## src/pct_pkg.sv

```systemverilog
// How it works
// 16-bit up-counter, exposed as two bytes
// low byte read latches high byte snapshot
// reads never disturb counting
// three-bit field picks one of six sources
// codes 000/001/100: clk/12, clk/4, clk
// code 010: count timer 0 overflows
// code 011: count external input falling edges
// code 101: external oscillator /8, synchronized
// codes 110/111 reserved: counter holds
// 0xFFFF to 0x0000 wrap sets overflow flag
// overflow requests interrupt only when enabled
// flag cleared only by software write
// idle control zero: counting continues in idle
// idle control one: counting pauses in idle
// reset leaves watchdog function enabled
// watchdog enabled blocks configuration writes
// request needs global and array enables
package pct_pkg;

  // ==========================================================
  // register addresses
  localparam logic [7:0] ADDR_COUNT_LOW = 8'hE9;
  localparam logic [7:0] ADDR_COUNT_HIGH = 8'hF9;
  localparam logic [7:0] ADDR_MODE = 8'hD9;

  // ==========================================================
  // mode register layout
  localparam int MODE_IDLE_BIT = 7;
  localparam int MODE_WDT_BIT = 6;
  localparam int MODE_FLAG_BIT = 4;
  localparam int MODE_SEL_LSB = 1;
  localparam int MODE_SEL_MSB = 3;
  localparam int MODE_IRQ_EN_BIT = 0;
  localparam logic [7:0] MODE_WRITE_MASK = 8'hDF;

  // ==========================================================
  // reset values
  localparam logic [15:0] COUNT_RESET = 16'h0000;
  localparam logic [15:0] COUNT_MAX = 16'hFFFF;
  localparam logic [7:0] BYTE_ZERO = 8'h00;
  localparam logic WDT_RESET = 1'b1;

  // ==========================================================
  // timebase dividers
  localparam int DIV_SLOW = 12;
  localparam int DIV_FAST = 4;
  localparam int OSC_DIV = 8;
  localparam int PRE_W = $clog2(DIV_SLOW);
  localparam int OSC_W = $clog2(OSC_DIV);
  localparam logic [PRE_W-1:0] PRE_SLOW_LAST = PRE_W'(DIV_SLOW - 1);
  localparam logic [PRE_W-1:0] PRE_FAST_LAST = PRE_W'(DIV_FAST - 1);
  localparam logic [OSC_W-1:0] OSC_LAST = OSC_W'(OSC_DIV - 1);

  typedef enum logic [2:0] {
    TB_CLK_DIV12 = 3'b000,
    TB_CLK_DIV4 = 3'b001,
    TB_TIMER0 = 3'b010,
    TB_EXT_EDGE = 3'b011,
    TB_CLK = 3'b100,
    TB_OSC_DIV8 = 3'b101,
    TB_RSVD_6 = 3'b110,
    TB_RSVD_7 = 3'b111
  } pct_timebase_type;

  // ==========================================================
  // special function register access
  typedef struct packed {
    logic wr;
    logic rd;
    logic [7:0] addr;
    logic [7:0] data;
  } pct_sfr_req_type;

  typedef struct packed {
    logic fall;
    logic rise;
  } pct_edge_type;

endpackage

```

## src/pct_counter.sv

```systemverilog
`timescale 1ns/1ps
module pct_counter (
  // clock and reset
  input wire logic clk_in,
  input wire logic rst_n_in,
  // register access
  input pct_pkg::pct_sfr_req_type sfr_in,
  output logic [7:0] rd_data_out,
  // increment sources
  input wire logic timer0_ovf_in,
  input wire logic ext_count_in,
  input wire logic ext_osc_in,
  // processor state
  input wire logic idle_in,
  input wire logic global_irq_enable_in,
  input wire logic array_irq_enable_in,
  // status
  output logic irq_out,
  output logic wdt_enable_out,
  output logic overflow_flag_out
);

  // ==========================================================
  // state
  typedef struct packed {
    logic [pct_pkg::PRE_W-1:0] prescale;
    logic [pct_pkg::OSC_W-1:0] osc_div;
    logic [15:0] count;
    logic [7:0] snapshot;
    logic idle_ctrl;
    logic wdt_en;
    logic flag;
    pct_pkg::pct_timebase_type sel;
    logic irq_en;
    logic [7:0] rd_data;
    logic irq;
  } pct_state_type;

  pct_state_type state_reg;
  pct_state_type state_next;

  pct_pkg::pct_edge_type ext_edge;
  pct_pkg::pct_edge_type osc_edge;

  logic tick;
  logic pre_wrap;
  logic osc_wrap;
  logic [pct_pkg::PRE_W-1:0] pre_last;

  // ==========================================================
  // functions
  function automatic logic [7:0] mode_byte(input pct_state_type s);
    logic [7:0] m;
    m = pct_pkg::BYTE_ZERO;
    m[pct_pkg::MODE_IDLE_BIT] = s.idle_ctrl;
    m[pct_pkg::MODE_WDT_BIT] = s.wdt_en;
    m[pct_pkg::MODE_FLAG_BIT] = s.flag;
    m[pct_pkg::MODE_SEL_MSB:pct_pkg::MODE_SEL_LSB] = s.sel;
    m[pct_pkg::MODE_IRQ_EN_BIT] = s.irq_en;
    return m;
  endfunction

  function automatic logic hit(input pct_pkg::pct_sfr_req_type r, input logic [7:0] a);
    return r.addr == a;
  endfunction

  // ==========================================================
  // pin synchronisers
  pct_pin_sync u_ext_sync (
    .clk_in(clk_in),
    .rst_n_in(rst_n_in),
    .pin_in(ext_count_in),
    .edge_out(ext_edge)
  );

  // the oscillator is sampled, so it must stay below half the system clock
  pct_pin_sync u_osc_sync (
    .clk_in(clk_in),
    .rst_n_in(rst_n_in),
    .pin_in(ext_osc_in),
    .edge_out(osc_edge)
  );

  // ==========================================================
  // timebase
  always_comb begin
    pre_last = pct_pkg::PRE_SLOW_LAST;
    if (state_reg.sel == pct_pkg::TB_CLK_DIV4) begin
      pre_last = pct_pkg::PRE_FAST_LAST;
    end
  end

  // compare with >= so a select change never strands the prescaler
  assign pre_wrap = state_reg.prescale >= pre_last;
  assign osc_wrap = osc_edge.rise && (state_reg.osc_div == pct_pkg::OSC_LAST);

  always_comb begin
    unique case (state_reg.sel)
      pct_pkg::TB_CLK_DIV12: tick = pre_wrap;
      pct_pkg::TB_CLK_DIV4: tick = pre_wrap;
      pct_pkg::TB_TIMER0: tick = timer0_ovf_in;
      pct_pkg::TB_EXT_EDGE: tick = ext_edge.fall;
      pct_pkg::TB_CLK: tick = 1'b1;
      pct_pkg::TB_OSC_DIV8: tick = osc_wrap;
      pct_pkg::TB_RSVD_6: tick = 1'b0;
      pct_pkg::TB_RSVD_7: tick = 1'b0;
    endcase
  end

  // ==========================================================
  // next state
  always_comb begin
    state_next = state_reg;

    if (pre_wrap) begin
      state_next.prescale = '0;
    end else begin
      state_next.prescale = state_reg.prescale + 1'b1;
    end
    if (osc_edge.rise) begin
      state_next.osc_div = state_reg.osc_div + 1'b1;
    end

    // idle pause only when the idle control bit asks for it
    if (tick && !(idle_in && state_reg.idle_ctrl)) begin
      state_next.count = state_reg.count + 1'b1;
    end

    // software writes; counter and mode locked while the watchdog runs, except the watchdog and flag bits
    if (sfr_in.wr && !state_reg.wdt_en) begin
      if (hit(sfr_in, pct_pkg::ADDR_COUNT_LOW)) begin
        state_next.count[7:0] = sfr_in.data;
      end
      if (hit(sfr_in, pct_pkg::ADDR_COUNT_HIGH)) begin
        state_next.count[15:8] = sfr_in.data;
      end
    end
    if (sfr_in.wr && hit(sfr_in, pct_pkg::ADDR_MODE)) begin
      if (!state_reg.wdt_en) begin
        state_next.idle_ctrl = sfr_in.data[pct_pkg::MODE_IDLE_BIT];
        state_next.sel = pct_pkg::pct_timebase_type'(
          sfr_in.data[pct_pkg::MODE_SEL_MSB:pct_pkg::MODE_SEL_LSB]);
        state_next.irq_en = sfr_in.data[pct_pkg::MODE_IRQ_EN_BIT];
      end
      // the watchdog enable itself stays writable so software can stop it
      state_next.wdt_en = sfr_in.data[pct_pkg::MODE_WDT_BIT];
      state_next.flag = sfr_in.data[pct_pkg::MODE_FLAG_BIT];
    end

    // hardware set beats a same-cycle software clear
    if (tick && !(idle_in && state_reg.idle_ctrl)
        && state_reg.count == pct_pkg::COUNT_MAX) begin
      state_next.flag = 1'b1;
    end

    // reads: registered data, never touching the count
    state_next.rd_data = pct_pkg::BYTE_ZERO;
    if (sfr_in.rd) begin
      if (hit(sfr_in, pct_pkg::ADDR_COUNT_LOW)) begin
        state_next.rd_data = state_reg.count[7:0];
        state_next.snapshot = state_reg.count[15:8];
      end else if (hit(sfr_in, pct_pkg::ADDR_COUNT_HIGH)) begin
        state_next.rd_data = state_reg.snapshot;
      end else if (hit(sfr_in, pct_pkg::ADDR_MODE)) begin
        state_next.rd_data = mode_byte(state_reg);
      end
    end

    state_next.irq = state_next.flag && state_next.irq_en
      && global_irq_enable_in && array_irq_enable_in;
  end

  // ==========================================================
  // registers
  always_ff @(posedge clk_in) begin
    if (!rst_n_in) begin
      state_reg <= '0;
      state_reg.count <= pct_pkg::COUNT_RESET;
      state_reg.wdt_en <= pct_pkg::WDT_RESET;
      state_reg.sel <= pct_pkg::TB_CLK_DIV12;
    end else begin
      state_reg <= state_next;
    end
  end

  assign rd_data_out = state_reg.rd_data;
  assign irq_out = state_reg.irq;
  assign wdt_enable_out = state_reg.wdt_en;
  assign overflow_flag_out = state_reg.flag;

endmodule

```

## src/pct_pin_sync.sv

```systemverilog
`timescale 1ns/1ps
module pct_pin_sync (
  // clock and reset
  input wire logic clk_in,
  input wire logic rst_n_in,
  // asynchronous level
  input wire logic pin_in,
  // edges in the clock domain
  output pct_pkg::pct_edge_type edge_out
);

  typedef struct packed {
    logic stage1;
    logic stage2;
    logic prev;
  } pct_sync_state_type;

  pct_sync_state_type state_reg;
  pct_sync_state_type state_next;

  always_comb begin
    state_next = state_reg;
    state_next.stage1 = pin_in;
    state_next.stage2 = state_reg.stage1;
    state_next.prev = state_reg.stage2;
  end

  always_ff @(posedge clk_in) begin
    if (!rst_n_in) begin
      state_reg <= '0;
    end else begin
      state_reg <= state_next;
    end
  end

  // only the second stage and its delayed copy feed the edge logic
  assign edge_out.fall = state_reg.prev & ~state_reg.stage2;
  assign edge_out.rise = ~state_reg.prev & state_reg.stage2;

endmodule

```

## config.mk

```make
export PLATFORM = sky130hd
export DESIGN_NAME = pct_counter
export DESIGN_NICKNAME = d
export VERILOG_FILES = /design/src/pct_pkg.sv /design/src/pct_counter.sv /design/src/pct_pin_sync.sv
export SDC_FILE = /design/constraint.sdc
export NUM_CORES = 1
export LEC_CHECK = 0
export ABC_AREA = 1
export BUFFER_PORTS_ARGS = -buffer_cell sky130_fd_sc_hd__buf_2
export CAP_MARGIN = 25
export CORE_MARGIN = 2
export CORE_UTILIZATION = 50
export DETAILED_ROUTE_END_ITERATION = 7
export GPL_ROUTABILITY_DRIVEN = 0
export PLACE_DENSITY = 0.81
export SYNTH_ARGS = -nofsm -noshare
export SYNTH_HDL_FRONTEND = slang
export SYNTH_SLANG_ARGS = --single-unit
```

## constraint.sdc

```tcl
create_clock -name clk_in -period 4.1 [get_ports clk_in]
set_input_delay 0.615 -clock clk_in [delete_from_list [all_inputs] [get_ports clk_in]]
set_output_delay 0.615 -clock clk_in [all_outputs]
set_load 0.005 [all_outputs]
```

[Yosys cells after proc, flatten, opt, wreduce, memory -nomap -nowiden]
Cells that the tools add are included.
Operators by class
  bitwise logic cells: 6
  reduce and logical (&&, ||, !) cells: 18
  add/sub/neg operators: 3
  equal/unequal tests: 12
  order comparisons: 1
  mux-type cells: 12
Operators with widths (count)
  two-way mux 8 bit: 5
  two-way mux 16 bit: 2
  == test 8 bit (second input constant): 3
  adder 16 x 1 -> 16 bit (second input constant): 1
  == test 16 bit (second input constant): 1
  == test 3 bit (second input constant): 5
  logical AND 1 bit: 9
  two-way mux 4 bit: 2
  == test 3 x 2 -> 1 bit (second input constant): 2
  one-hot mux 1 bit (6 select lines): 1
  AND reduction 2 bit: 3
  OR reduction 2 bit: 3
  two-way mux 5 bit: 1
  adder 4 x 1 -> 4 bit (second input constant): 1
  >= comparator 4 bit: 1
  NOT 1 bit: 4
  adder 3 x 1 -> 3 bit (second input constant): 1
  == test 3 x 1 -> 1 bit (second input constant): 1
  zero test 3 bit: 1
  AND 1 bit: 2
  zero test 1 bit: 2
  two-way mux 1 bit: 1
Word-level totals
  register bits: 53
  output and inout port bits: 11
  logic and storage cells: 69
  input port bits: 26

[Longest topological paths before layout]
Gate-level depths: netlist of the first run.
  depth after elaboration: 10
  mapped depth: 13
  depth with buffers taken out: 12

[Cells and area by module]
A second synthesis of the first run with hierarchy kept.
Unflattened totals
  cell total of the unflattened synthesis: 398
  area total of the unflattened synthesis: 2796.4 µm²
By module, submodules not included
  pct_counter: area an instance 2596.2 µm², cells an instance 372, seq. area each 940.9 µm², instances 1
  pct_pin_sync: area an instance 100.1 µm², cells an instance 13, seq. area each 60.1 µm², instances 2

[Worst setup path after synthesis of the first run]
Ideal clock, no wire load.
  path type: input to register
  start: input sfr_in[11] (netlist bit)
  end: register state_reg[30] (netlist bit)
  buffers on the path: 1
  slack: 2427 ps
  required time: 3991 ps
  setup time: 109 ps
  arrival time: 1564 ps
  cell stages on the path: 10
  cell sequence: nand2_1 -> nor3_4 -> nand2_4 -> clkinv_2 -> nand2_4 -> buf_6 -> nor2_2 -> nor2_1 -> nand2_1 -> inv_1
Between the ends
  word-level cells in the longest chain between the ends: 3
RTL lines
  start: declaration: line pct_counter.sv:7  | input pct_pkg::pct_sfr_req_type sfr_in,
  == test 8 bit: line pct_counter.sv:64  | return r.addr == a;
  two-way mux 8 bit: line pct_counter.sv:131  | if (hit(sfr_in, pct_pkg::ADDR_COUNT_LOW)) begin
  two-way mux 16 bit: line pct_counter.sv:130  | if (sfr_in.wr && !state_reg.wdt_en) begin
  end signal: assignment: line pct_counter.sv:182  | state_reg <= state_next;
  end: declaration: line pct_counter.sv:39  | pct_state_type state_reg;
No other way between the ends.
A chain may end at the register's enable or synchronous reset.

[Worst setup path after layout of the first run]
  start: register state_reg[11] (netlist bit)
  end: register state_reg[38] (netlist bit)
Between the ends
  word-level cells in the longest chain between the ends: 8
  elaborated cells on any way between the ends: 17
  classes of those cells: 1 x order compare; 7 x eq/ne; 5 x mux; 4 x reduce/logical
RTL lines
  == test 3 x 1 -> 1 bit: line pct_counter.sv:88, pct_counter.sv:98
  two-way mux 4 bit: line pct_counter.sv:88  | if (state_reg.sel == pct_pkg::TB_CLK_DIV4) begin
  >= comparator 4 bit: line pct_counter.sv:94  | assign pre_wrap = state_reg.prescale >= pre_last;
  one-hot mux 1 bit (6 select lines) (*): line pct_counter.sv:98  | unique case (state_reg.sel)
  logical AND 1 bit (*): line pct_counter.sv:125  | if (tick && !(idle_in && state_reg.idle_ctrl)) begin
  two-way mux 16 bit (*): line pct_counter.sv:125
  two-way mux 8 bit: line pct_counter.sv:134  | if (hit(sfr_in, pct_pkg::ADDR_COUNT_HIGH)) begin
  two-way mux 16 bit (*): line pct_counter.sv:130
Mark *: on every way between the ends. The rest lies on a longest branch, timed or not.

==> out/results.tsv, run 1 <==
stage	metric	value	unit
status	status	complete, no violations	
sta	finalSetupTns	0	ns
cells_and_area	multi_input_area	1400	um2
cells_and_area	n_antenna_cell	0	
clocking	clock_sink_count	53	
critical_path	cp_top_family	simple AND/OR/NAND/NOR gates	
critical_path	r2r_cells	9	
critical_path	critPathLaunch	state_reg[11]$_SDFFE_PN0P_	
yosys	synth_adder_area_share	2.17	%
drt	num_vias	2677	
drt	drt_iter0_markers	229	
power	seqPwrFrac	60.6	%
clocking	cts_hold_buf	0	
yosys	muxShareOfSynthArea	0	%
yosys	mappedNetlistArea	2890	um2
floorplan	die_area	6400	um2
yosys	synth_nets	466	
drt	drtAntennaViolNets	0	
critical_path	worstSetupEndpointType	flip-flop	
sta	finalHoldViolations	0	
cells_and_area	seqCellArea	1060	um2
critical_path	critPathMaxFanout	16	
floorplan	core_area	5540	um2
yosys	synth-simple-area-share	32.1	%
clocking	cts_buffers	5	
yosys	ys_seq_area_share	36.7	%
yosys	synthArstFlopShare	0	%
power	power.switching	203	uW
power	p_sw_share	23.5	%
power	p_int	662	uW
sta	fin_crit_sh	48.4	%
yosys	synth_compound_area_share	11.6	%
floorplan	start_util	52.1	%
critical_path	r2r-end	state_reg[38]$_SDFF_PN0_	
yosys	yosys_warnings	0	
job	drv_cap	0	
clocking	post_cts.repair.setup_buffers	0	
yosys	synthCells	435	
clocking	clk_path_buf_depth	2	
critical_path	start_kind	flip-flop	
clocking	clock_latency	0.31	ns
yosys	avgSynthCellArea	6.64	um2
power	powerDensity	277	nW/um2
global_routing	grt-ovfl-total	0	
cells_and_area	layout_common_cells	106 x nand2_1, 76 x inv_1, 53 x dfxtp_1	
critical_path	cp_num_buf_inv	1	
power	p_leak	0.00161	uW
drt	vias_per_cell	5.01	
power	ir_drop	153	uV
sta	slew_violations	0	
cells_and_area	n_fill_cell	543	
yosys	ys_ff_latch	53	
sta	max_slew_margin	57.3	%
global_routing	grt_start_max_net_pins	32	
global_routing	antenna_found_initial	0	
drt	wl	6320	um
placement	dp_hpwl	4720	um
critical_path	crit_top_cell	nand3_1	
yosys	yosysUniqueCellTypes	32	
power	clkPwrFrac	33.4	%
min_path	hold_path_class	reg2reg	
cells_and_area	layout.nets	492	
sta	finalCriticalPeriod	1.98	ns
drt	drc	0	
critical_path	crit_path_max_incr_delay	0.48	ns
yosys	synth_enable_flop_cells	0	
drt	detail_route.wl_per_cell	11.8	um
sta	rsz0062_at_grt	false	
clocking	cts_resized	0	
global_routing	grt.total_usage	21.2	%
critical_path	arrival	2.19	ns
clocking	cts_root_buf	clkbuf_8	
floorplan	io_pins	37	
sta	max_freq	0.504	GHz
critical_path	reg2reg_from	state_reg[11]$_SDFFE_PN0P_	
cells_and_area	drive_gt1_share	12.8	%
cells_and_area	syn2layout_area_growth	8.02	%
power	combPwrFrac	6.0	%
drt	drt_first_pass_iters	4	
clocking	clk_pin_slew	0.09	ns
placement	portBuffers	36	
floorplan	die-width	80.0	um
global_routing	grt_first_pass_wirelength	10700	um
critical_path	worstPathRequired	4.31	ns
cells_and_area	largest_reg_flops	36	
global_routing	grt_pass1_vias	2509	
sta	setup_viol	0	
cells_and_area	final_common_cell	nand2_1	
clocking	cts_tree	done	
yosys	synthFlopType	dfxtp_1	
critical_path	path_class	reg2reg	
yosys	synth_xor_area_share	2.73	%
floorplan	fp.dieH	80.0	um
critical_path	path_cells	nor3_1 -> ha_1 -> nand3_1 -> nand3_1 -> nand3_1 -> nand2_1 -> nand3_1 -> nand2_1 -> inv_1	
cells_and_area	final_area	3120	um2
yosys	synth_top_family_by_area	simple AND/OR/NAND/NOR gates	
floorplan	rows	27	
sta	skew	0.00985	ns
critical_path	slowest_stage	nand3_1	
critical_path	regToRegSetupSlack	2.12	ns
placement	placed_area	3040	um2
clocking	cts.htree.levels	2	
sta	worst_slew_pin_slew	0.639	ns
critical_path	cp.depth	9	
critical_path	critPathCapture	state_reg[38]$_SDFF_PN0_	
## final cells by class
| cell class | instances | area share, % |
|---|---|---|
| multi-input combinational | 285 | 45.0 |
| clock buffer | 7 | 2.45 |
| inverter | 80 | 9.67 |
| tap | 72 | 2.89 |
| timing repair buffer | 36 | 5.78 |
| sequential | 53 | 34.0 |
| clock inverter | 1 | 0.241 |
## worst min-delay path: stages (launching register included)
cell and delay [ns]:
dfxtp_1 0.31, nand2_1 0.04, inv_1 0.04
## worst min-delay path by stage
stage	from	endpoint	slack [ns]	depth (start not counted)
floorplan	u_ext_sync.state_next[1]$_SDFF_PN0_	u_ext_sync.state_next[0]$_SDFF_PN0_	0.39	2
global placement	u_ext_sync.state_next[1]$_SDFF_PN0_	u_ext_sync.state_next[0]$_SDFF_PN0_	0.39	2
detailed placement	u_osc_sync.state_next[1]$_SDFF_PN0_	u_osc_sync.state_next[0]$_SDFF_PN0_	0.40	2
CTS	u_osc_sync.state_next[1]$_SDFF_PN0_	u_osc_sync.state_next[0]$_SDFF_PN0_	0.42	2
global route	u_ext_sync.state_next[0]$_SDFF_PN0_	u_ext_sync.state_reg[0]$_SDFF_PN0_	0.45	2
finish	u_osc_sync.state_next[1]$_SDFF_PN0_	u_osc_sync.state_next[0]$_SDFF_PN0_	0.42	2
## cells in the mapped netlist, types with 2 or more instances
library cell	count	area share [%]
nand2_4	4	1.6
nand2_2	2	0.43
xor2_1	8	2.4
buf_4	9	2.3
o21ai_0	28	4.9
a21oi_1	20	3.5
buf_2	2	0.35
nand3_1	34	5.9
inv_1	76	9.9
o22ai_1	5	1.1
ha_1	5	2.2
inv_2	2	0.26
buf_6	3	1.2
nor2_4	2	0.78
nor3_2	3	1.0
nor2_2	2	0.43
o21ai_1	7	1.2
nand4_1	6	1.3
nand2_1	106	14
nor2_1	45	5.8
dfxtp_1	53	37
clkbuf_1	3	0.39
## power groups by stage
stage | clock, uW | combinational (uW) | sequential, uW
floorplan | 0 | 28.7 | 536
global placement | 0 | 49.7 | 537
global route | 317 | 59.6 | 526
finish | 289 | 51.6 | 525
detailed placement | 0 | 51.4 | 537
CTS | 293 | 51.6 | 525
## per-stage QoR
| stage | hold slack, ns | utilization [%] | setup WS [ns] | power (uW) | instances |
|---|---|---|---|---|---|
| floorplan | 0.390 | - | 2.43 | 565 | 435 |
| global placement | 0.391 | 54.8 | 2.17 | 586 | 526 |
| detailed placement | 0.398 | 54.8 | 2.12 | 588 | 526 |
| CTS | 0.420 | 56.3 | 2.11 | 869 | 534 |
| global route | 0.451 | 56.3 | 1.81 | 903 | 534 |
| finish | 0.418 | 56.3 | 2.12 | 865 | 534 |
## metal layers
| metal | vias up | wire [um] | track usage (%) |
|---|---|---|---|
| met2 | 82 | 2880 | 35.4 |
| met3 | 19 | 435 | 4.19 |
| met5 | - | 0 | 0 |
| li1 | 1398 | - | - |
| met1 | 1178 | 2760 | 26.0 |
| met4 | 0 | 236 | 10.2 |
## cells by family after synthesis
kind of cell,after synthesis
buf+inv,97
simple gates,207
compound gates,64
flops,53
xor+xnor,9
fa+ha+maj,5
(Power assumes the default switching activity.)
==> run 2, diff against run 1 <==
--- a/config.mk
+++ b/config.mk
@@ -5,14 +5,14 @@
 export SDC_FILE = /design/constraint.sdc
 export NUM_CORES = 1
 export LEC_CHECK = 0
-export ABC_AREA = 1
+export ABC_AREA = 0
 export BUFFER_PORTS_ARGS = -buffer_cell sky130_fd_sc_hd__buf_2
 export CAP_MARGIN = 25
 export CORE_MARGIN = 2
 export CORE_UTILIZATION = 50
 export DETAILED_ROUTE_END_ITERATION = 7
 export GPL_ROUTABILITY_DRIVEN = 0
-export PLACE_DENSITY = 0.81
+export PLACE_DENSITY = 0.85
 export SYNTH_ARGS = -nofsm -noshare
 export SYNTH_HDL_FRONTEND = slang
 export SYNTH_SLANG_ARGS = --single-unit
==> constraint.sdc (replaced) <==
create_clock -name clk_in -period 1.7 [get_ports clk_in]
set_input_delay 0.255 -clock clk_in [delete_from_list [all_inputs] [get_ports clk_in]]
set_output_delay 0.255 -clock clk_in [all_outputs]
set_load 0.005 [all_outputs]
==> run 2 against run 1 <==
Net effect: the flow now finishes with violations (negative setup slack); design area shrank 3.2%; non-clock buffer count grew 27; count of clock-buffer cells in the layout shrank 2; core utilization grew 8.5 points; cell count shrank 32%; synthesized cell count shrank 41%; worst setup slack lost 2.2 ns; die area shrank 16%; global-route usage grew 1.6 points; clock power grew to 2.9 times the previous value; hold slack lost 0.28 ns; highest routed layer unchanged.
==> out/results.tsv, run 2 <==
stage	metric	value	unit	change
cells_and_area	final_cells	364		was 534
drt	num_vias	2165		was 2677
critical_path	critPathLaunch	state_reg[11]$_SDFFE_PN0P_		unchanged
floorplan	start_util	51.5	%	was 52.1%
yosys	synth.area.top_cells	dfxtp_1 44%, mux2i_1 7.5%, nor2_1 5.3%		was dfxtp_1 37%, nand2_1 14%, inv_1 9.9%
cells_and_area	n_antenna_cell	0		unchanged
cells_and_area	layout_common_cells	48 x dfxtp_1, 36 x buf_2, 34 x nor2_1		was 106 x nand2_1, 76 x inv_1, 53 x dfxtp_1
sta	worst_slew_pin_slew	0.393	ns	was 0.639 ns
clocking	cts_tree	done		unchanged
critical_path	worstSetupEndpointType	flip-flop		unchanged
power	powerDensity	735	nW/um2	was 277 nW/um2
cells_and_area	final_common_cell	dfxtp_1		was nand2_1
sta	rsz0062_at_grt	true		was false
sta	fin_crit_sh	108	%	was 48.4%
placement	dp_slack	-0.115	ns	was 2.12 ns
drt	drt_iter0_markers	180		was 229
cells_and_area	fin_util	64.8	%	was 56.3%
drt	vias_per_cell	5.95		was 5.01
placement	dp_hpwl	4080	um	was 4720 um
yosys	yosysUniqueCellTypes	36		was 32
sta	setup_viol	15		was 0
sta	fin_ws	-0.128	ns	was 2.12 ns
min_path	min-delay-start	ext_osc_in		was u_osc_sync.state_next[1]$_SDFF_PN0_
global_routing	grt_pass1_vias	1993		was 2509
floorplan	die-width	73.3	um	was 80.0 um
critical_path	worstPathRequired	1.94	ns	was 4.31 ns
clocking	cts.htree.levels	2		unchanged
placement	dp_cells	353		was 526
floorplan	die_area	5370	um2	was 6400 um2
critical_path	reg2reg_from	state_reg[11]$_SDFFE_PN0P_		unchanged
cells_and_area	largest_reg_flops	36		unchanged
global_routing	grt_first_pass_wirelength	9310	um	was 10700 um
global_routing	grt.total_usage	22.8	%	was 21.2%
yosys	ys_seq_area_share	44.2	%	was 36.7%
global_routing	antenna_found_initial	0		unchanged
sta	finalHoldViolations	0		unchanged
global_routing	grt_start_max_net_pins	21		was 32
yosys	ys_top_cells_by_count	53 x dfxtp_1, 34 x nor2_1, 18 x mux2i_1		was 106 x nand2_1, 76 x inv_1, 53 x dfxtp_1
clocking	cts_buffers	5		unchanged
drt	wl	6280	um	was 6320 um
yosys	synthArstFlopShare	0	%	unchanged
yosys	synth_most_common_cell	dfxtp_1		was nand2_1
floorplan	rows	25		was 27
sta	slew_violations	0		unchanged
clocking	clock_latency	0.31	ns	about the same
clocking	clk_pin_slew	0.09	ns	about the same
critical_path	crit_path_max_incr_delay	0.40	ns	was 0.48 ns
critical_path	start_kind	flip-flop		unchanged
min_path	hold_path_class	in2reg		was reg2reg
clocking	clock_sink_count	53		unchanged
power	ir_drop	493	uV	was 153 uV
drt	drt_first_pass_iters	4		unchanged
floorplan	io_pins	37		unchanged
yosys	synth_nets	288		was 466
status	violations	negative setup slack		
yosys	avgSynthCellArea	9.34	um2	was 6.64 um2
floorplan	core_area	4660	um2	was 5540 um2
yosys	synth_top_area_share	44.2	%	was 36.7%
yosys	mappedNetlistArea	2400	um2	was 2890 um2
sta	skew	0.00717	ns	was 0.00985 ns
power	p_leak	0.00128	uW	was 0.00161 uW
critical_path	critPathMaxFanout	4		was 16
yosys	yosys_warnings	0		unchanged
critical_path	path_cells	nor3b_4 -> ha_4 -> nor3_2 -> a32oi_4 -> nand2_2 -> or4_1 -> a31oi_1		was nor3_1 -> ha_1 -> nand3_1 -> nand3_1 -> nand3_1 -> nand2_1 -> nand3_1 -> nand2_1 -> inv_1
clocking	clk_path_buf_depth	2		unchanged
critical_path	cp_num_buf_inv	0		was 1
sta	finalCriticalPeriod	1.83	ns	was 1.98 ns
cells_and_area	syn2layout_area_growth	25.8	%	was 8.02%
yosys	ys_ff_latch	53		unchanged
sta	max_slew_margin	73.7	%	was 57.3%
drt	drtAntennaViolNets	0		unchanged
yosys	synthCells	257		was 435
drt	drc	0		unchanged
clocking	cts_root_buf	clkbuf_8		unchanged
yosys	synthFlopType	dfxtp_1		unchanged
sta	max_freq	0.547	GHz	was 0.504 GHz
critical_path	cp_top_family	simple AND/OR/NAND/NOR gates		unchanged
critical_path	path_class	reg2reg		unchanged
drt	detail_route.wl_per_cell	17.2	um	was 11.8 um
critical_path	arrival	2.07	ns	was 2.19 ns
placement	portBuffers	36		unchanged
yosys	synth_enable_flop_cells	0		unchanged
critical_path	slowest_stage	or4_1		was nand3_1
yosys	synth_top_area_cell	dfxtp_1		unchanged
job	drv_cap	0		unchanged
floorplan	fp.dieH	73.3	um	was 80.0 um
cells_and_area	drive_gt1_share	32.3	%	was 12.8%
global_routing	grt-ovfl-total	0		unchanged
cells_and_area	layout.nets	341		was 492
status	status	finished, violations left		was complete, no violations
-- run 2: cell count changes in the layout (fill, tap and decap cells not counted), moves of 8 or more --
cell	previous run	this run
a21oi_1	20	6
o21ai_0	28	8
inv_1	76	5
mux2_2	0	8
buf_4	0	24
nand2_1	106	6
nand3_1	34	10
nor2_1	45	34
mux2i_1	0	18
-- run 2: final timing paths --
path	end	slack [ns]	cells after the start
max reg2reg	state_reg[31]$_SDFF_PN0_	-0.13	7
min reg2reg	u_ext_sync.state_next[0]$_SDFF_PN0_	0.44	1
min	u_osc_sync.state_next[1]$_SDFF_PN0_	0.14	2
max	state_reg[31]$_SDFF_PN0_	-0.13	7
-- run 2: layer usage --
| metal | global-route usage, % | vias to the layer above | part of all wire [%] | wire length, um |
|---|---|---|---|---|
| met2 | 39.7 | 87 | 50 | 3140 |
| li1 | - | 1026 | - | - |
| met1 | 27.8 | 1036 | 42 | 2660 |
| met4 | 8.64 | 0 | 2.1 | 129 |
| met5 | 0 | - | 0 | 0 |
| met3 | 4.12 | 16 | 5.6 | 349 |
-- run 2: kinds of logic (layout without fill, tap and decap cells) --
logic type,Yosys count,after routing,synth area share [%]
adder cells (fa/ha/maj),5,5,2.61
buffers and inverters,23,76,4.85
AO/OA/AOI/OAI,40,40,11.5
multiplexers,26,26,11.3
AND/OR/NAND/NOR,95,95,20.1
XOR/XNOR,15,15,5.47
flip-flops,53,53,44.2
-- run 2: timing repair --
item	in CTS	in global routing
endpoints found under the setup margin	16	18
cloned	0	1
pin swaps	4	7
hold buffers	0	0
setup buffers	1	2
gates resized for setup	4	26
-- run 2: final cells by class --
cell class,count,area (um2)
clock buffers,5,68.8
clock inverters,2,35.0
fillers,365,1640
inverters,6,22.5
multi-input cells,181,1360
flip-flops and latches,53,1070
well taps,54,67.6
repair buffers,63,394
-- run 2: power breakdown --
part           leakage (uW)  switching, uW  internal (uW)  total, uW
clock network     0.0000540            410            429        838
registers          0.000431           8.90           1250       1260
logic              0.000792           67.2           51.0        118
-- run 2: stage by stage --
stage | instance area (um2) | hold WS, ns | setup TNS, ns | power (uW)
after floorplan | 2420 | 0.372 | -0.648 | 1350
after global placement | 2740 | 0.414 | -0.0939 | 1400
after detailed placement | 2740 | 0.419 | -0.491 | 1400
after CTS | 2870 | 0.140 | -0.486 | 2210
after global routing | 3020 | 0.159 | -2.71 | 2270
final | 3020 | 0.140 | -0.822 | 2220
==> run 3, diff against run 2 <==
--- a/config.mk
+++ b/config.mk
@@ -12,7 +12,9 @@
 export CORE_UTILIZATION = 50
 export DETAILED_ROUTE_END_ITERATION = 7
 export GPL_ROUTABILITY_DRIVEN = 0
-export PLACE_DENSITY = 0.85
+export PLACE_DENSITY = 0.83
+export SLEW_MARGIN = 20
 export SYNTH_ARGS = -nofsm -noshare
 export SYNTH_HDL_FRONTEND = slang
 export SYNTH_SLANG_ARGS = --single-unit
+export TNS_END_PERCENT = 1
==> constraint.sdc (replaced) <==
create_clock -name clk_in -period 2 [get_ports clk_in]
set_input_delay 0.3 -clock clk_in [delete_from_list [all_inputs] [get_ports clk_in]]
set_output_delay 0.3 -clock clk_in [all_outputs]
set_load 0.005 [all_outputs]
==> run 3 against run 2 <==
Net effect: the run now ends clean; count of clock-buffer cells in the layout is 1 higher; die area stayed put; sequential power fell by 15%; core utilization decreased by 3.3 points; critical path type unchanged.
==> out/results.tsv, run 3 (synthesized netlist as in run 2, its figures left out) <==
stage	metric	value	unit	change
status	status	complete, no violations		was finished, violations left
placement	dp_hpwl	4040	um	was 4080 um
clocking	cts_tree	done		unchanged
critical_path	crit_path_max_incr_delay	0.37	ns	was 0.40 ns
sta	fin_ws	0.0891	ns	was -0.128 ns
cells_and_area	final_common_cell	dfxtp_1		unchanged
global_routing	use_met1	27.0	%	was 27.8%
critical_path	crit_top_cell	buf_4		
sta	finalSetupTns	0	ns	was -0.822 ns
floorplan	die_area	5370	um2	unchanged
sta	setup_viol	0		was 15
clocking	clock_sink_count	53		unchanged
sta	finalCriticalPeriod	1.91	ns	was 1.83 ns
global_routing	use_met2	35.9	%	was 39.7%
cells_and_area	largest_reg_flops	36		unchanged
critical_path	r2r-end	state_reg[39]$_SDFF_PN0_		was state_reg[31]$_SDFF_PN0_
cells_and_area	final_cells	361		was 364
cells_and_area	layout_common_cells	52 x dfxtp_1, 36 x buf_2, 34 x nor2_1		was 48 x dfxtp_1, 36 x buf_2, 34 x nor2_1
cells_and_area	n_antenna_cell	0		unchanged
clocking	clk_pin_slew	0.09	ns	about the same
critical_path	cp_num_buf_inv	3		was 0
clocking	clock_latency	0.31	ns	about the same
critical_path	critPathMaxFanout	5		was 4
clocking	cts.htree.levels	2		unchanged
clocking	cts_hold_buf	0		unchanged
drt	wl	5500	um	was 6280 um
sta	fin_crit_sh	95.5	%	was 108%
drt	drtAntennaViolNets	0		unchanged
critical_path	worstSetupEndpointType	flip-flop		unchanged
min_path	hold_path_end	u_osc_sync.state_next[1]$_SDFF_PN0_		unchanged
global_routing	grt_util_met3	4.25	%	was 4.12%
drt	drt_first_pass_iters	4		unchanged
floorplan	start_util	51.5	%	unchanged
cells_and_area	layout.nets	337		was 341
min_path	hold_depth	2		unchanged
clocking	cts_buffers	5		unchanged
sta	finalHoldViolations	0		unchanged
cells_and_area	drive_gt1_share	25.7	%	was 32.3%
cells_and_area	multi_input_area	1230	um2	was 1360 um2
sta	max_freq	0.523	GHz	was 0.547 GHz
critical_path	slowest_stage	a222oi_1		was or4_1
power	total_power	1930	uW	was 2220 uW
sta	max_slew_margin	66.0	%	was 73.7%
critical_path	worstPathRequired	2.25	ns	was 1.94 ns
cells_and_area	n_fill_cell	406		was 365
clocking	clk_path_buf_depth	2		unchanged
drt	detail_route.wl_per_cell	15.2	um	was 17.2 um
global_routing	grt-ovfl-total	0		unchanged
critical_path	path_cells	buf_4 -> and2_1 -> a222oi_1 -> buf_4 -> clkdlybuf4s15_2 -> nand4_1 -> xor2_1 -> o2bb2ai_1		was nor3b_4 -> ha_4 -> nor3_2 -> a32oi_4 -> nand2_2 -> or4_1 -> a31oi_1
global_routing	grt_first_pass_wirelength	8740	um	was 9310 um
floorplan	rows	25		unchanged
critical_path	reg2reg_from	state_reg[11]$_SDFFE_PN0P_		unchanged
global_routing	grt_pass1_vias	1931		was 1993
critical_path	r2r_cells	8		was 7
floorplan	fp.dieH	73.3	um	unchanged
power	powerDensity	673	nW/um2	was 735 nW/um2
critical_path	cp_top_family	buffers and inverters		was simple AND/OR/NAND/NOR gates
critical_path	regToRegSetupSlack	0.09	ns	was -0.13 ns
cells_and_area	syn2layout_area_growth	19.3	%	was 25.8%
critical_path	path_class	reg2reg		unchanged
floorplan	io_pins	37		unchanged
drt	drc	0		unchanged
critical_path	arrival	2.16	ns	was 2.07 ns
global_routing	grt.total_usage	21.7	%	was 22.8%
drt	vias_per_cell	5.72		was 5.95
global_routing	antenna_found_initial	0		unchanged
global_routing	grt.busiest_layer	met2		unchanged
sta	rsz0062_at_grt	true		unchanged
job	drv_cap	0		unchanged
cells_and_area	seqCellArea	1060	um2	was 1070 um2
drt	drt_iter0_markers	143		was 180
global_routing	grt_start_max_net_pins	19		was 21
placement	dp_cells	348		was 353
floorplan	die-width	73.3	um	unchanged
drt	num_vias	2064		was 2165
critical_path	start_kind	flip-flop		unchanged
power	p_leak	0.00126	uW	was 0.00128 uW
min_path	min-delay-start	ext_osc_in		unchanged
sta	hold_slack	0.186	ns	was 0.140 ns
sta	slew_violations	0		unchanged
power	ir_drop	447	uV	was 493 uV
min_path	hold_path_class	in2reg		unchanged
placement	dp_slack	0.0123	ns	was -0.115 ns
placement	portBuffers	36		unchanged
sta	skew	0.00745	ns	was 0.00717 ns
sta	worst_slew_pin_slew	0.508	ns	was 0.393 ns
clocking	cts_root_buf	clkbuf_8		unchanged
floorplan	core_area	4660	um2	unchanged
run 3: stage by stage:
step | utilization, % | instance area (um2)
4_1_cts | 60.4 | 2820
2_1_floorplan | - | 2400
6_report | 61.4 | 2860
3_5_place_dp | 57.7 | 2690
5_1_grt | 61.4 | 2860
3_3_place_gp | 57.7 | 2690
run 3: worst max path at each step:
stage                                          start                  endpoint  slack (ns)  depth (start not counted)
after global routing      state_reg[40]$_SDFFE_PN0N_  state_reg[34]$_SDFF_PN0_       -0.03                          9
after floorplan           state_reg[10]$_SDFFE_PN0P_  state_reg[31]$_SDFF_PN0_        0.02                          7
after CTS                 state_reg[11]$_SDFFE_PN0P_  state_reg[31]$_SDFF_PN0_        0.05                          7
after global placement    state_reg[10]$_SDFFE_PN0P_  state_reg[31]$_SDFF_PN0_        0.08                          7
final                     state_reg[11]$_SDFFE_PN0P_  state_reg[39]$_SDFF_PN0_        0.09                          8
after detailed placement  state_reg[10]$_SDFFE_PN0P_  state_reg[31]$_SDFF_PN0_        0.01                          7
run 3: report_power, final:
| part | leakage (uW) | switching [uW] | internal [uW] |
|---|---|---|---|
| clock | 0.0000574 | 350 | 407 |
| combinational | 0.000771 | 54.7 | 42.3 |
| sequential | 0.000429 | 6.09 | 1070 |
| total | 0.00126 | 411 | 1520 |
run 3: cell type report:
type	count	area share [%]
sequential	53	37.1
clock inverter	2	1.31
tap	54	2.36
clock buffer	6	2.88
timing repair buffer	59	12.5
inverter	6	0.786
multi-input combinational	181	43.1
run 3: worst reg2reg max path: stages (launching register included):
cell and delay (ns):
dfxtp_2 0.33, buf_4 0.14, and2_1 0.15, a222oi_1 0.37, buf_4 0.18, clkdlybuf4s15_2 0.24, nand4_1 0.14, xor2_1 0.17
o2bb2ai_1 0.13
run 3: repair_timing:
action | in CTS | in global routing
pin swaps | 0 | 6
setup endpoints to repair | 1 | 4
gates resized for setup | 1 | 3
buffers inserted | 0 | 4
gates cloned | 0 | 1
run 3: metal layers:
| metal | vias to the layer above | routed length [um] | share of wire, % |
|---|---|---|---|
| met3 | 12 | 351 | 6.4 |
| met2 | 64 | 2650 | 48 |
| met4 | 0 | 175 | 3.2 |
| li1 | 1006 | - | - |
| met5 | - | 0 | 0 |
| met1 | 982 | 2320 | 42 |
